<file path="src/rtl/pos_pkg.sv">
package pos_pkg;
   // ----------------------------------------
   // count source selection
   // ----------------------------------------
   typedef enum logic [1:0]
   {
      POS_SRC_F1,
      POS_SRC_F2,
      POS_SRC_F8,
      POS_SRC_COMP
   } pos_src_e;

   localparam int POS_DIV2 = 2;
   localparam int POS_DIV8 = 8;
   localparam logic [7:0] POS_RST_VAL = 8'hFF;
   localparam logic [7:0] POS_ZERO = 8'h00;

   // ----------------------------------------
   // software write strobes
   // ----------------------------------------
   typedef struct packed
   {
      logic run_set;
      logic run_clr;
      logic forced_halt;
      logic launch;
      logic abort;
   } pos_ctl_s;

   // ----------------------------------------
   // pin trigger configuration
   // ----------------------------------------
   typedef struct packed
   {
      logic pin_trigger_enable;
      logic both_edge_select;
      logic trigger_edge_select;
      logic irq_edge_polarity;
      logic pin_input_enable_n;
   } pos_pin_cfg_s;
endpackage

</file>
<file path="src/rtl/pos_timer.sv">
`timescale 1ns/10ps
// How it works
// - prescaler clocked by f1, f2, f8 or companion
// - reload register and down-counter for each stage
// - primary decrements per prescaler underflow only
// - primary underflow reloads, ends, clears active flag
// - any stop reloads counters before halting
// - pulse lasts (n+1)(m+1) source periods
// - start needs run request then a trigger
// - trigger from launch write or pin edge
// - abort, run clear or forced halt stop counting
// - interrupt half source cycle after underflow
// - pin triggers only when pin-trigger enable set
// - count reads return live counter values
// - writes while stopped load reload and counter
// - writes while counting load reload only
// - level select sets pulse polarity
// - trigger honoured only while count status set
// - active flag set one clk after second source tick after trigger pends
// - triggers during active pulse are ignored
// - edge select picks rising or falling edge
// - edge select never alters pin irq polarity
// - ignored pin trigger still raises pin irq
module pos_timer
#(
   parameter int CNT_W = 8
)
(
   input wire logic i_clk,
   input wire logic i_rst_n,
   input wire pos_pkg::pos_src_e i_src_sel,
   input wire logic i_comp_underflow,
   input wire pos_pkg::pos_ctl_s i_ctl,
   input wire logic i_prescale_wr,
   input wire logic i_primary_wr,
   input wire logic [CNT_W-1:0] i_wdata,
   input wire logic i_output_level_select,
   input wire pos_pkg::pos_pin_cfg_s i_pin_cfg,
   input wire logic i_ext_trigger_pin,
   input wire logic i_irq_request_clr,
   output logic [CNT_W-1:0] o_prescale_count_reg,
   output logic [CNT_W-1:0] o_primary_count_reg,
   output logic o_count_status_flag,
   output logic o_oneshot_active_flag,
   output logic o_pulse_out_pin,
   output logic o_timer_irq,
   output logic o_irq_request_flag,
   output logic o_pin_level
);
   import pos_pkg::*;

   // ----------------------------------------
   // elaboration check
   // ----------------------------------------
   // reload and zero constants are fixed at eight bits
   if (CNT_W != $bits(POS_RST_VAL))
   begin : g_width_chk
      $error("counter width must match package constants");
   end

   // ----------------------------------------
   // count source
   // ----------------------------------------
   logic [2:0] div_reg;
   logic tick;
   logic tick_half;

   always_ff @(posedge i_clk or negedge i_rst_n)
   begin
      if (!i_rst_n)
         div_reg <= '0;
      else
         div_reg <= div_reg + 3'h1;
   end

   always_comb
   begin
      case (i_src_sel)
         POS_SRC_F1: tick = 1'b1;
         POS_SRC_F2: tick = (div_reg[0] == 1'b1);
         POS_SRC_F8: tick = (div_reg == 3'(POS_DIV8 - 1));
         POS_SRC_COMP: tick = i_comp_underflow;
         default: tick = 1'b0;
      endcase
   end

   // ----------------------------------------
   // pin synchroniser and edge detect
   // ----------------------------------------
   logic pin_s1_reg;
   logic pin_s2_reg;
   logic pin_d_reg;
   logic rise;
   logic fall;
   logic pin_edge;
   logic irq_edge;

   always_ff @(posedge i_clk or negedge i_rst_n)
   begin
      if (!i_rst_n)
      begin
         pin_s1_reg <= 1'b1;
         pin_s2_reg <= 1'b1;
         pin_d_reg <= 1'b1;
      end
      else
      begin
         pin_s1_reg <= i_ext_trigger_pin;
         pin_s2_reg <= pin_s1_reg;
         pin_d_reg <= pin_s2_reg;
      end
   end

   assign rise = pin_s2_reg & ~pin_d_reg;
   assign fall = ~pin_s2_reg & pin_d_reg;
   assign o_pin_level = pin_d_reg;
   assign pin_edge = ~i_pin_cfg.pin_input_enable_n & (i_pin_cfg.both_edge_select ?
      (rise | fall) : (i_pin_cfg.trigger_edge_select ? rise : fall));
   assign irq_edge = ~i_pin_cfg.pin_input_enable_n & (i_pin_cfg.both_edge_select ?
      (rise | fall) : (i_pin_cfg.irq_edge_polarity ? rise : fall));

   // pin irq flag, set wins over clear
   always_ff @(posedge i_clk or negedge i_rst_n)
   begin
      if (!i_rst_n)
         o_irq_request_flag <= 1'b0;
      else if (irq_edge)
         o_irq_request_flag <= 1'b1;
      else if (i_irq_request_clr)
         o_irq_request_flag <= 1'b0;
   end

   // ----------------------------------------
   // run control
   // ----------------------------------------
   logic stop_req;
   logic trig_now;
   logic trig_pend_reg;
   logic pend_age_reg;
   logic start;

   assign stop_req = i_ctl.abort | i_ctl.run_clr | i_ctl.forced_halt;

   always_ff @(posedge i_clk or negedge i_rst_n)
   begin
      if (!i_rst_n)
         o_count_status_flag <= 1'b0;
      else if (i_ctl.run_clr | i_ctl.forced_halt)
         o_count_status_flag <= 1'b0;
      else if (i_ctl.run_set)
         o_count_status_flag <= 1'b1;
   end

   assign trig_now = i_ctl.launch | (i_pin_cfg.pin_trigger_enable & pin_edge);

   // pending trigger aligned to count source
   always_ff @(posedge i_clk or negedge i_rst_n)
   begin
      if (!i_rst_n)
         trig_pend_reg <= 1'b0;
      else if (stop_req | !o_count_status_flag | start)
         trig_pend_reg <= 1'b0;
      else if (trig_now & !o_oneshot_active_flag)
         trig_pend_reg <= 1'b1;
   end

   always_ff @(posedge i_clk or negedge i_rst_n)
   begin
      if (!i_rst_n)
         pend_age_reg <= 1'b0;
      else if (!trig_pend_reg | start)
         pend_age_reg <= 1'b0;
      else if (tick)
         pend_age_reg <= 1'b1;
   end

   // starts on second source tick after trigger pends
   assign start = trig_pend_reg & pend_age_reg & tick & !stop_req;

   // ----------------------------------------
   // counters
   // ----------------------------------------
   logic [CNT_W-1:0] pre_rld_reg;
   logic [CNT_W-1:0] pri_rld_reg;
   logic pre_uf;
   logic pri_uf;

   assign pre_uf = o_oneshot_active_flag & tick & (o_prescale_count_reg == POS_ZERO);
   assign pri_uf = pre_uf & (o_primary_count_reg == POS_ZERO);

   always_ff @(posedge i_clk or negedge i_rst_n)
   begin
      if (!i_rst_n)
      begin
         pre_rld_reg <= POS_RST_VAL;
         pri_rld_reg <= POS_RST_VAL;
      end
      else
      begin
         if (i_prescale_wr)
            pre_rld_reg <= i_wdata;
         if (i_primary_wr)
            pri_rld_reg <= i_wdata;
      end
   end

   // prescaler counter
   always_ff @(posedge i_clk or negedge i_rst_n)
   begin
      if (!i_rst_n)
         o_prescale_count_reg <= POS_RST_VAL;
      else if (i_prescale_wr & !o_oneshot_active_flag)
         o_prescale_count_reg <= i_wdata;
      else if (o_oneshot_active_flag & stop_req)
         o_prescale_count_reg <= pre_rld_reg;
      else if (pre_uf)
         o_prescale_count_reg <= pre_rld_reg;
      else if (o_oneshot_active_flag & tick)
         o_prescale_count_reg <= o_prescale_count_reg - 8'h01;
   end

   // primary counter
   always_ff @(posedge i_clk or negedge i_rst_n)
   begin
      if (!i_rst_n)
         o_primary_count_reg <= POS_RST_VAL;
      else if (i_primary_wr & !o_oneshot_active_flag)
         o_primary_count_reg <= i_wdata;
      else if (o_oneshot_active_flag & stop_req)
         o_primary_count_reg <= pri_rld_reg;
      else if (pri_uf)
         o_primary_count_reg <= pri_rld_reg;
      else if (pre_uf)
         o_primary_count_reg <= o_primary_count_reg - 8'h01;
   end

   // active flag
   always_ff @(posedge i_clk or negedge i_rst_n)
   begin
      if (!i_rst_n)
         o_oneshot_active_flag <= 1'b0;
      else if (stop_req | pri_uf)
         o_oneshot_active_flag <= 1'b0;
      else if (start)
         o_oneshot_active_flag <= 1'b1;
   end

   // ----------------------------------------
   // half-cycle end of pulse and interrupt
   // ----------------------------------------
   logic pulse_reg;
   logic end_pend_reg;
   logic irq_pre_reg;

   // half a source cycle: end at next tick midpoint, approximated by next clk for f1 and companion
   assign tick_half = (i_src_sel == POS_SRC_F1) ? 1'b1 :
      (i_src_sel == POS_SRC_F2) ? (div_reg[0] == 1'b0) :
      (i_src_sel == POS_SRC_F8) ? (div_reg == 3'(POS_DIV8 / POS_DIV2 - 1)) : 1'b1;

   always_ff @(posedge i_clk or negedge i_rst_n)
   begin
      if (!i_rst_n)
         end_pend_reg <= 1'b0;
      else if (pri_uf)
         end_pend_reg <= 1'b1;
      else if (tick_half | stop_req)
         end_pend_reg <= 1'b0;
   end

   always_ff @(posedge i_clk or negedge i_rst_n)
   begin
      if (!i_rst_n)
         pulse_reg <= 1'b0;
      else if (start)
         pulse_reg <= 1'b1;
      else if (stop_req | (end_pend_reg & tick_half))
         pulse_reg <= 1'b0;
   end

   // irq waits one clk so it lines up with the registered pin
   always_ff @(posedge i_clk or negedge i_rst_n)
   begin
      if (!i_rst_n)
         irq_pre_reg <= 1'b0;
      else
         irq_pre_reg <= end_pend_reg & tick_half & !stop_req;
   end

   always_ff @(posedge i_clk or negedge i_rst_n)
   begin
      if (!i_rst_n)
         o_timer_irq <= 1'b0;
      else
         o_timer_irq <= irq_pre_reg;
   end

   always_ff @(posedge i_clk or negedge i_rst_n)
   begin
      if (!i_rst_n)
         o_pulse_out_pin <= 1'b0;
      else
         o_pulse_out_pin <= pulse_reg ? i_output_level_select
            : ~i_output_level_select;
   end
endmodule

</file>
<file path="config.mk">
export PLATFORM = sky130hd
export DESIGN_NAME = pos_timer
export DESIGN_NICKNAME = d
export VERILOG_FILES = /design/src/rtl/pos_pkg.sv /design/src/rtl/pos_timer.sv
export SDC_FILE = /design/constraint.sdc
export NUM_CORES = 1
export LEC_CHECK = 0
export BUFFER_PORTS_ARGS = -buffer_cell sky130_fd_sc_hd__buf_2
export CAP_MARGIN = 40
export CORE_MARGIN = 3
export CORE_UTILIZATION = 57
export CTS_BUF_LIST = sky130_fd_sc_hd__clkbuf_8
export DETAILED_ROUTE_END_ITERATION = 8
export PLACE_DENSITY_LB_ADDON = 0.1
export SLEW_MARGIN = 10
export SYNTH_ARGS = -nofsm -noshare
export SYNTH_HDL_FRONTEND = slang
export SYNTH_SLANG_ARGS = --single-unit
</file>
<file path="constraint.sdc">
create_clock -name i_clk -period 2.7 [get_ports i_clk]
set_input_delay 0.54 -clock i_clk [delete_from_list [all_inputs] [get_ports i_clk]]
set_output_delay 0.54 -clock i_clk [all_outputs]
set_load 0.1 [all_outputs]
</file>
* Word level (Yosys, flattened, before mapping) *
Index checks and enable logic that the tools add are counted.

word-level totals
  word-level logic and storage cells = 106
  flip-flop bits (word level) = 48
  bits of input ports = 28
  output and inout port bits = 22

cells by class
  reductions and logical operators = 16
  equality and inequality tests = 5
  $add $sub $neg = 3
  bitwise operators = 33
  multiplexer cells = 31

operators with widths
  kind                   number
  $mux W8                8
  $mux W1                22
  $and A1 B1 Y1          17
  $logic_not A8 Y1       2
  $sub A8 B1 Y8 const B  2
  $reduce_bool A2 Y1     7
  $or A1 B1 Y1           11
  $reduce_bool A4 Y1     2
  $not A1 Y1             5
  $eq A2 B2 Y1 const B   2
  $logic_not A1 Y1       4
  $pmux W1 S4            1
  $add A3 B1 Y3 const B  1
  $eq A3 B2 Y1 const B   1
  $eq A3 B3 Y1 const B   1
  $eq A2 B1 Y1 const B   1
  $logic_not A2 Y1       1

* Longest topological paths before layout *
Gate-level depths: netlist of the first run.

  depth in word-level cells = 10
  gate-level depth with buffers = 9

* Worst setup path before layout of the first run *
Ideal clock, no wire load.

  path type = flip-flop to flip-flop
  start point = register o_oneshot_active_flag
  end point = register o_prescale_count_reg[7]
  setup time = 0.078 ns
  stages on the path, launching flop included = 6
  data arrival time = 2.317 ns
  slack = 0.305 ns
  cells stage by stage = dfrtp_1 inv_1 a211oi_1 a21oi_1 mux2i_1 o22ai_1

between the ends
  longest elaborated chain between the ends = 5
  elaborated cells on any way between the ends = 9

RTL lines
  what                    RTL line                            text
  from (decl)             pos_timer.sv:44                     output logic o_oneshot_active_flag,
  from (signal assigned)  pos_timer.sv:241                    o_oneshot_active_flag <= 1'b0;
  from (signal assigned)  pos_timer.sv:243                    o_oneshot_active_flag <= 1'b0;
  from (signal assigned)  pos_timer.sv:245                    o_oneshot_active_flag <= 1'b1;
  $and A1 B1 Y1           pos_timer.sv:188, pos_timer.sv:218
  $and A1 B1 Y1           pos_timer.sv:188                    assign pre_uf = o_oneshot_active_flag & tick & (o_prescale_count_reg == POS_ZERO);
  $mux W8                 pos_timer.sv:216                    else if (pre_uf)
  $mux W8                 pos_timer.sv:214                    else if (o_oneshot_active_flag & stop_req)
  $mux W8                 pos_timer.sv:212                    else if (i_prescale_wr & !o_oneshot_active_flag)
  to (signal assigned)    pos_timer.sv:213                    o_prescale_count_reg <= i_wdata;
  to (signal assigned)    pos_timer.sv:215                    o_prescale_count_reg <= pre_rld_reg;
  to (signal assigned)    pos_timer.sv:217                    o_prescale_count_reg <= pre_rld_reg;
  to (decl)               pos_timer.sv:41                     output logic [CNT_W-1:0] o_prescale_count_reg,

Several ways; a longest one is shown, not always the timed one.
A chain may end at the register's enable or synchronous reset.

* Worst setup path after layout of the first run *
  start point = register o_prescale_count_reg[0]
  end point = register o_primary_count_reg[3]

between the ends
  longest elaborated chain between the ends = 6
  elaborated cells on any way between the ends = 7

RTL lines
  what                  RTL line          text
  $logic_not A8 Y1 *    pos_timer.sv:188
  $and A1 B1 Y1 *       pos_timer.sv:188
  $and A1 B1 Y1         pos_timer.sv:189  assign pri_uf = pre_uf & (o_primary_count_reg == POS_ZERO);
  $mux W8               pos_timer.sv:231  else if (pri_uf)
  $mux W8               pos_timer.sv:229  else if (o_oneshot_active_flag & stop_req)
  $mux W8               pos_timer.sv:227  else if (i_primary_wr & !o_oneshot_active_flag)
  to (signal assigned)  pos_timer.sv:228  o_primary_count_reg <= i_wdata;
  to (signal assigned)  pos_timer.sv:230  o_primary_count_reg <= pri_rld_reg;
  to (signal assigned)  pos_timer.sv:232  o_primary_count_reg <= pri_rld_reg;
  to (decl)             pos_timer.sv:42   output logic [CNT_W-1:0] o_primary_count_reg,

Every way passes the cells marked *; elsewhere a longest branch is shown, timed or not.

==> reports/qor.yml, run 1 <==
hold_viol: 0
crit_buf_inv: 1
period_share_pct: 87.1
hpwlAfterDp_um: 4070
r2r-end: "o_primary_count_reg[3]"
required_ps: 2910
worst_slack_ps: 349
ys_seq_area_share_pct: 49.7
track_usage_pct: 22.9
multi_input_area_um2: 1160
worst_pin_slew_ps: 679
grt_pass1_vias: 1972
synth_area_um2: 2500
antenna_found_initial: 0
final_util_pct: 72.0
ys_types: 50
met3_usage_pct: 5.54
antenna_cells: 0
nFillCells: 321
start_util_pct: 60.8
slew_viol_final: 0
cts_buffer_depth: 2
synth_edf_count: 0
row_count: 23
ff2ff_setup_slack_ps: 350
synthArstFlopShare_pct: 100
routed_via_density: 5.88
insertion_delay_ps: 300
cts_buffers: 5
drtIter0Drc: 83
fp.coreArea_um2: 4120
io_buffers: 49
design.die.area_um2: 5220
drtPass1Iterations: 4
postCtsSetupRepairBufs: 0
cpMaxStageDelayCell: "or3b_2"
cp.depth: 7
wl_um: 5530
grt_max_degree: 32
tns_ps: 0
vdd.ir_drop.worst_v: 0.000394
worstPathCellList: "inv_1 > ha_1 > or3b_2 > or2_4 > o31a_1 > mux2i_1 > o221ai_1"
hold_buffers: 0
r2r_cells: 7
worstSetupEndpointType: "flop"
setup_viol: 0
die_x_um: 72.3
r2r-start: "o_prescale_count_reg[0]"
max_cap_viol_count: 0
post_cts_resized: 0
mostFrequentLayoutCells: "buf_2, dfstp_2, inv_1, nand2_1, mux2_2"
critPathLaunch: "o_prescale_count_reg[0]"
fin_nets: 328
layout-drive-gt1-share_pct: 41.6
critPathLaunchType: "flop"
synth.largest_area_cell: "dfstp_2"
placedCellCount: 335
htree_levels: 2
grt-ovfl-total: 0
crit_fanout: 8
maxSlewHeadroom_pct: 54.6
clk_pin_slew_ps: 90
ctsRootBufferMaster: "clkbuf_8"
yosys-top-cells-area: "dfstp_2, dfrtp_1, mux2_2"
syn2layout_area_growth_pct: 18.3
cts_tree: "done"
leakagePower_nw: 1.40
yosysWarnings: 0
final.setup_skew_ps: 4.62
ios: 50
ys_seq_elements: 48
critPathCapture: "o_primary_count_reg[3]"
instances_no_fill: 343
die_y_um: 72.3
drtAntennaViolNets: 0
grt_pass1_wl_um: 9250
grt_use_met1_pct: 31.2
place.gp.congestion: 0.869
grt-busiest-layer: "met2"
worstSetupPathType: "flop to flop"
regArea_um2: 1240
hold_path_class: "input port to async pin"
dr_total_vias: 2017
hold_slack_ps: 268
syn-instance-count: 234
ys.flop_type: "dfstp_2"
met2_usage_pct: 36.4
cts_sinks: 48
critPathTopFamily: "simple AND/OR/NAND/NOR gates"
max_freq_mhz: 425
fin_crit_ps: 2350
pre_cts_ws_ps: 358
grt_setup_unrepaired: "false"
cpPeakStageDelay_ps: 500
arrival_ps: 2560
synth_top_area_share_pct: 36.7
status: "completed"
power_density_nw_per_um2: 613
drcViolationCount: 0
syn_area_per_cell_um2: 10.7
syn_nets: 270
final_common_cell: "buf_2"
wl_per_cell_um: 16.1
-- power breakdown --
part | switching, mW | total (mW) | internal (mW)
Combinational | 0.313 | 0.425 | 0.112
Clock | 0.235 | 0.538 | 0.303
Sequential | 0.0446 | 0.853 | 0.808
-- how the worst min path moves through the flow --
stage,start,end,slack (ps)
after floorplan,i_rst_n,div_reg[0],240
after global placement,irq_pre_reg,o_timer_irq,340
after detailed placement,irq_pre_reg,o_timer_irq,340
after CTS,i_rst_n,o_irq_request_flag,290
after global routing,i_rst_n,o_oneshot_active_flag,300
final,i_rst_n,end_pend_reg,270
-- per-layer routing --
layer / vias to the layer above / share of wire (%)
met5: - / 0
met4: 0 / 0.87
met3: 4 / 8.2
met2: 73 / 47
met1: 975 / 44
li1: 965 / -
-- cell families after synthesis --
group | count (synthesis) | share of synthesized area (%)
muxes | 24 | 10.4
buffers and inverters | 24 | 3.95
DFF | 48 | 49.7
adders and majority gates | 8 | 4.00
AOI/OAI and AO/OA | 53 | 14.6
and+or+nand+nor | 67 | 13.8
xor gates and xnor gates | 10 | 3.50
-- per-stage QoR --
stage / instance area [µm²] / total power [mW]
2_1_floorplan: 2500 / 1.19
3_3_place_gp: 2840 / 1.28
3_5_place_dp: 2840 / 1.29
4_1_cts: 2960 / 1.82
5_1_grt: 2960 / 1.89
6_report: 2960 / 1.82
-- cell usage after synthesis, types with 5 or more instances --
cell type	instances
dfrtp_1	13
xor2_1	5
inv_1	18
mux2_2	16
xnor2_1	5
mux2i_1	8
nand3_1	11
o221ai_1	6
dfstp_2	35
a21oi_1	11
nor2_1	13
o21ai_0	9
nor3_1	6
nand2_1	17
ha_1	8
-- area by class of cell --
class / instances / area share (%)
Clock buffer: 6 / 2.79
Clock inverter: 2 / 1.31
Inverter: 18 / 2.28
Multi-Input combinational cell: 162 / 39.2
Sequential cell: 48 / 42.0
Tap cell: 50 / 2.11
Timing Repair Buffer: 57 / 10.3
(Power assumes the default switching activity.)
==> run 2: changes to the inputs <==
==> constraint.sdc (replaced) <==
create_clock -name i_clk -period 2.5 [get_ports i_clk]
set_input_delay 0.25 -clock i_clk [delete_from_list [all_inputs] [get_ports i_clk]]
set_output_delay 0.25 -clock i_clk [all_outputs]
set_load 0.1 [all_outputs]
==> reports/qor.yml, run 2 (synthesis results as in run 1) <==
drcViolationCount: 0  # unchanged
critPathLaunchType: "flop"
dr_total_vias: 2023  # +0.30%
whs_endpoint: "pin_s1_reg"
nFillCells: 307  # -4.4%
vdd.ir_drop.worst_v: 0.000378  # -3.9%
slew_viol_final: 0  # unchanged
wl_per_cell_um: 15.7  # -2.8%
grt_pass1_wl_um: 9100  # -1.6%
worst_pin_slew_ps: 726  # +46.8 ps
required_ps: 2730  # -180 ps
row_count: 23  # unchanged
status: "completed"
crit_fanout: 8  # unchanged
ff2ff_setup_slack_ps: 190  # -160 ps
cts_buffers: 5  # unchanged
drtAntennaViolNets: 0  # unchanged
min_from: "i_ext_trigger_pin"
cts_buffer_depth: 2  # unchanged
cts_sinks: 48  # unchanged
syn2layout_area_growth_pct: 18.4
arrival_ps: 2540  # -20 ps
die_x_um: 72.3  # unchanged
worstSetupEndpointType: "flop"
max_cap_viol_count: 0  # unchanged
fp.coreArea_um2: 4120  # unchanged
place.gp.congestion: 0.814  # -6.3%
hold_depth: 1
postCtsSetupRepairBufs: 0  # unchanged
design.die.area_um2: 5220  # unchanged
leakagePower_nw: 1.41  # +0.54%
insertion_delay_ps: 300  # about the same
grt_max_degree: 32  # unchanged
fin_crit_ps: 2310  # -38.1 ps
drtIter0Drc: 123  # +48%
ctsRootBufferMaster: "clkbuf_8"
period_share_pct: 92.5  # +5.4 points
max_freq_mhz: 432  # +1.6%
grt_pass1_vias: 1940  # -1.6%
hpwlAfterDp_um: 3980  # -2.2%
start_util_pct: 60.8  # unchanged
maxSlewHeadroom_pct: 51.5  # -3.1 points
drtPass1Iterations: 4  # unchanged
fin_nets: 330  # +0.61%
mostFrequentLayoutCells: "buf_2, dfstp_2, inv_1, nand2_1, mux2_2"
antenna_found_initial: 0  # unchanged
hold_path_class: "input port to flop"
cts_tree: "done"
placedCellCount: 336  # +0.30%
track_usage_pct: 22.5  # -0.41 points
r2r_cells: 7  # unchanged
power_density_nw_per_um2: 649  # +5.8%
die_y_um: 72.3  # unchanged
htree_levels: 2  # unchanged
final_common_cell: "buf_2"
hold_viol: 0  # unchanged
ios: 50  # unchanged
r2r-start: "o_prescale_count_reg[0]"
routed_via_density: 5.86  # -0.28%
grt_setup_unrepaired: "false"
layout-drive-gt1-share_pct: 41.4  # -0.28 points
r2r-end: "o_primary_count_reg[4]"
power_mw: 1.92  # +6.0%
final.setup_skew_ps: 11.5  # +6.85 ps
clk_pin_slew_ps: 90  # about the same
worstSetupPathType: "flop to flop"
grt-ovfl-total: 0  # unchanged
setup_viol: 0  # unchanged
wl_um: 5410  # -2.2%
instances_no_fill: 345  # +0.58%
io_buffers: 49  # unchanged
post_cts_resized: 0  # unchanged
tns_ps: 0  # unchanged
antenna_cells: 0  # unchanged
run 2: where the power goes:
| group | switching [mW] | internal [mW] |
|---|---|---|
| registers | 0.0483 | 0.873 |
| clock network | 0.254 | 0.293 |
| logic | 0.334 | 0.122 |
| total | 0.637 | 1.29 |
run 2: through the flow:
step	worst slack [ps]	area [µm²]	util, %	hold WS (ps)
final	187	2970	72.1	49.7
after global routing	29.9	2970	72.1	30.4
after CTS	173	2970	72.1	42.8
after detailed placement	198	2850	69.2	316
after global placement	265	2850	69.2	320
after floorplan	105	2500	-	-45.6
run 2: cell type report:
class / count / area, µm² / share of cell area, %
Clock buffer: 5 / 68.8 / 2.32
Clock inverter: 3 / 38.8 / 1.31
Inverter: 18 / 67.6 / 2.28
Multi-Input combinational cell: 162 / 1160 / 39.1
Sequential cell: 48 / 1240 / 42.0
Tap cell: 50 / 62.6 / 2.11
Timing Repair Buffer: 59 / 323 / 10.9
run 2: how the worst max path moves through the flow:
stage / start / endpoint / slack, ps / cells past startpoint
final: o_prescale_count_reg[0] / o_primary_count_reg[4] / 190 / 7
after global routing: o_prescale_count_reg[0] / o_primary_count_reg[7] / 30 / 7
after CTS: o_prescale_count_reg[0] / o_primary_count_reg[4] / 170 / 7
after detailed placement: o_prescale_count_reg[0] / o_primary_count_reg[4] / 200 / 7
after global placement: o_prescale_count_reg[0] / o_primary_count_reg[4] / 270 / 7
after floorplan: o_oneshot_active_flag / o_prescale_count_reg[7] / 100 / 5
run 2: routing by layer:
metal  share of wire [%]  vias up  global-route usage (%)  wire, µm
li1                    -      972                       -         -
met4                 1.6        0                    7.72        89
met3                 6.0       10                    4.57       323
met5                   0        -                       0         0
met2                  46       57                    35.4      2510
met1                  46      984                    31.1      2490
run 2: critical path, cell delays in order, from the launching register on:
cell,delay [ps]
dfstp_2,400
inv_1,60
ha_1,160
or3b_2,510
or2_4,290
o31a_1,440
mux2i_1,170
o221ai_1,200
run 2: what timing repair did:
action,CTS,global route
hold endpoints to repair,13,0
setup endpoints to repair,0,0
hold buffers,1,0
==> run 3: changes to the inputs <==
--- a/config.mk
+++ b/config.mk
@@ -8,8 +8,7 @@
 export BUFFER_PORTS_ARGS = -buffer_cell sky130_fd_sc_hd__buf_2
 export CAP_MARGIN = 40
 export CORE_MARGIN = 3
-export CORE_UTILIZATION = 57
-export CTS_BUF_LIST = sky130_fd_sc_hd__clkbuf_8
+export CORE_UTILIZATION = 55
 export DETAILED_ROUTE_END_ITERATION = 8
 export PLACE_DENSITY_LB_ADDON = 0.1
 export SLEW_MARGIN = 10
==> reports/qor.yml, run 3 (synthesis results as in run 1) <==
place.gp.congestion: 0.810  # -0.54%
start_util_pct: 59.6  # -1.3 points
leakagePower_nw: 1.39  # -1.3%
ctsRootBufferMaster: "clkbuf_8"
grt_setup_unrepaired: "false"
row_count: 23  # unchanged
cts_tree: "done"
design.die.area_um2: 5400  # +3.3%
drtPass1Iterations: 4  # unchanged
clk_pin_slew_ps: 90  # about the same
max_freq_mhz: 423  # -2.0%
dpl_cell_area_um2: 2850  # unchanged
final.setup_skew_ps: 9.48  # -1.99 ps
fin_crit_ps: 2360  # +48.3 ps
dr_total_vias: 2034  # +0.54%
crit_fanout: 8  # unchanged
mostFrequentLayoutCells: "buf_2, dfstp_2, inv_1, nand2_1, mux2_2"
nFillCells: 333  # +8.5%
worst_pin_slew_ps: 744  # +18.1 ps
max_cap_viol_count: 0  # unchanged
power_mw: 1.85  # -3.8%
placedCellCount: 336  # unchanged
wl_per_cell_um: 16.2  # +3.4%
tns_ps: 0  # unchanged
drcViolationCount: 0  # unchanged
cts_sinks: 48  # unchanged
cts_buffer_depth: 2  # unchanged
post-route-cell-area_um2: 2940  # -0.93%
instances_no_fill: 344  # -0.29%
drtAntennaViolNets: 0  # unchanged
worstSetupPathType: "flop to flop"
grt_max_degree: 35  # +9.4%
hold_path_class: "input port to async pin"
critPathLaunchType: "flop"
fin_nets: 329  # -0.30%
antenna_cells: 0  # unchanged
hold_buffers: 0  # -1
ios: 50  # unchanged
hold_slack_ps: 8.25  # -41.4 ps
wl_um: 5580  # +3.1%
grt-ovfl-total: 0  # unchanged
insertion_delay_ps: 300  # about the same
grt_pass1_wl_um: 9520  # +4.5%
cpPeakStageDelay_ps: 510  # about the same
cts_buffers: 5  # unchanged
pre_cts_ws_ps: 164  # -34.0 ps
status: "completed"
worstPathCellList: "inv_1 > ha_1 > or3b_2 > or2_4 > o31a_1 > mux2i_1 > o221ai_1"
vdd.ir_drop.worst_v: 0.000354  # -6.4%
hpwlAfterDp_um: 4150  # +4.3%
grt_pass1_vias: 1964  # +1.2%
post_cts_resized: 0  # unchanged
drtIter0Drc: 135  # +9.8%
fp.coreArea_um2: 4200  # +2.1%
io_buffers: 49  # unchanged
layout-drive-gt1-share_pct: 41.2  # -0.20 points
worst_slack_ps: 139  # -48.3 ps
period_share_pct: 94.5  # +1.9 points
postCtsSetupRepairBufs: 0  # unchanged
syn2layout_area_growth_pct: 17.3
power_density_nw_per_um2: 630  # -2.9%
hold_viol: 0  # unchanged
worstSetupEndpointType: "flop"
die_x_um: 73.5  # +1.7%
htree_levels: 2  # unchanged
die_y_um: 73.5  # +1.7%
track_usage_pct: 22.9  # +0.44 points
antenna_found_initial: 0  # unchanged
arrival_ps: 2580  # +40 ps
required_ps: 2720  # about the same
slew_viol_final: 0  # unchanged
setup_viol: 0  # unchanged
maxSlewHeadroom_pct: 50.4  # -1.1 points
final_util_pct: 69.9  # -2.1 points
routed_via_density: 5.91  # +0.84%
cpMaxStageDelayCell: "or3b_2"
final_common_cell: "buf_2"
-- run 3: cell type report --
class                           instances  area (µm²)  area share [%]
Sequential cell                        48        1240            42.4
Tap cell                               50        62.6            2.13
Timing Repair Buffer                   58         313            10.6
Inverter                               18        67.6            2.30
Multi-Input combinational cell        162        1160            39.5
Clock buffer                            8        90.1            3.07
-- run 3: worst max-delay path, delay by kind of cell, from the launching register on --
kind            cells  cell delay [ps]
buf+inv             1               60
flops               1              400
compound gates      2              670
fa+ha+maj           1              160
simple gates        2              810
mux                 1              180
-- run 3: worst paths after layout --
kind / cells after the start / slack [ps] / endpoint / startpoint
min: 1 / 8 / pulse_reg / i_rst_n
max reg2reg: 7 / 140 / o_primary_count_reg[6] / o_prescale_count_reg[0]
min reg2reg: 0 / 360 / pin_s2_reg / pin_s1_reg
max: 7 / 140 / o_primary_count_reg[6] / o_prescale_count_reg[0]
max in group asynchronous: 2 / 1740 / pre_rld_reg[4] / i_rst_n
min in group i_clk: 1 / 50 / pin_s1_reg / i_ext_trigger_pin
-- run 3: report_power, final --
part           switching (mW)  leakage, nW  internal [mW]
logic                   0.336        0.804          0.120
registers              0.0501        0.541          0.873
clock network           0.245       0.0455          0.226
-- run 3: layer usage --
layer	global-route usage, %	up-vias	wire, µm
met3	5.61	7	384
met5	0	-	0
li1	-	967	-
met4	5.63	0	74
met2	37.0	64	2740
met1	31.1	996	2380
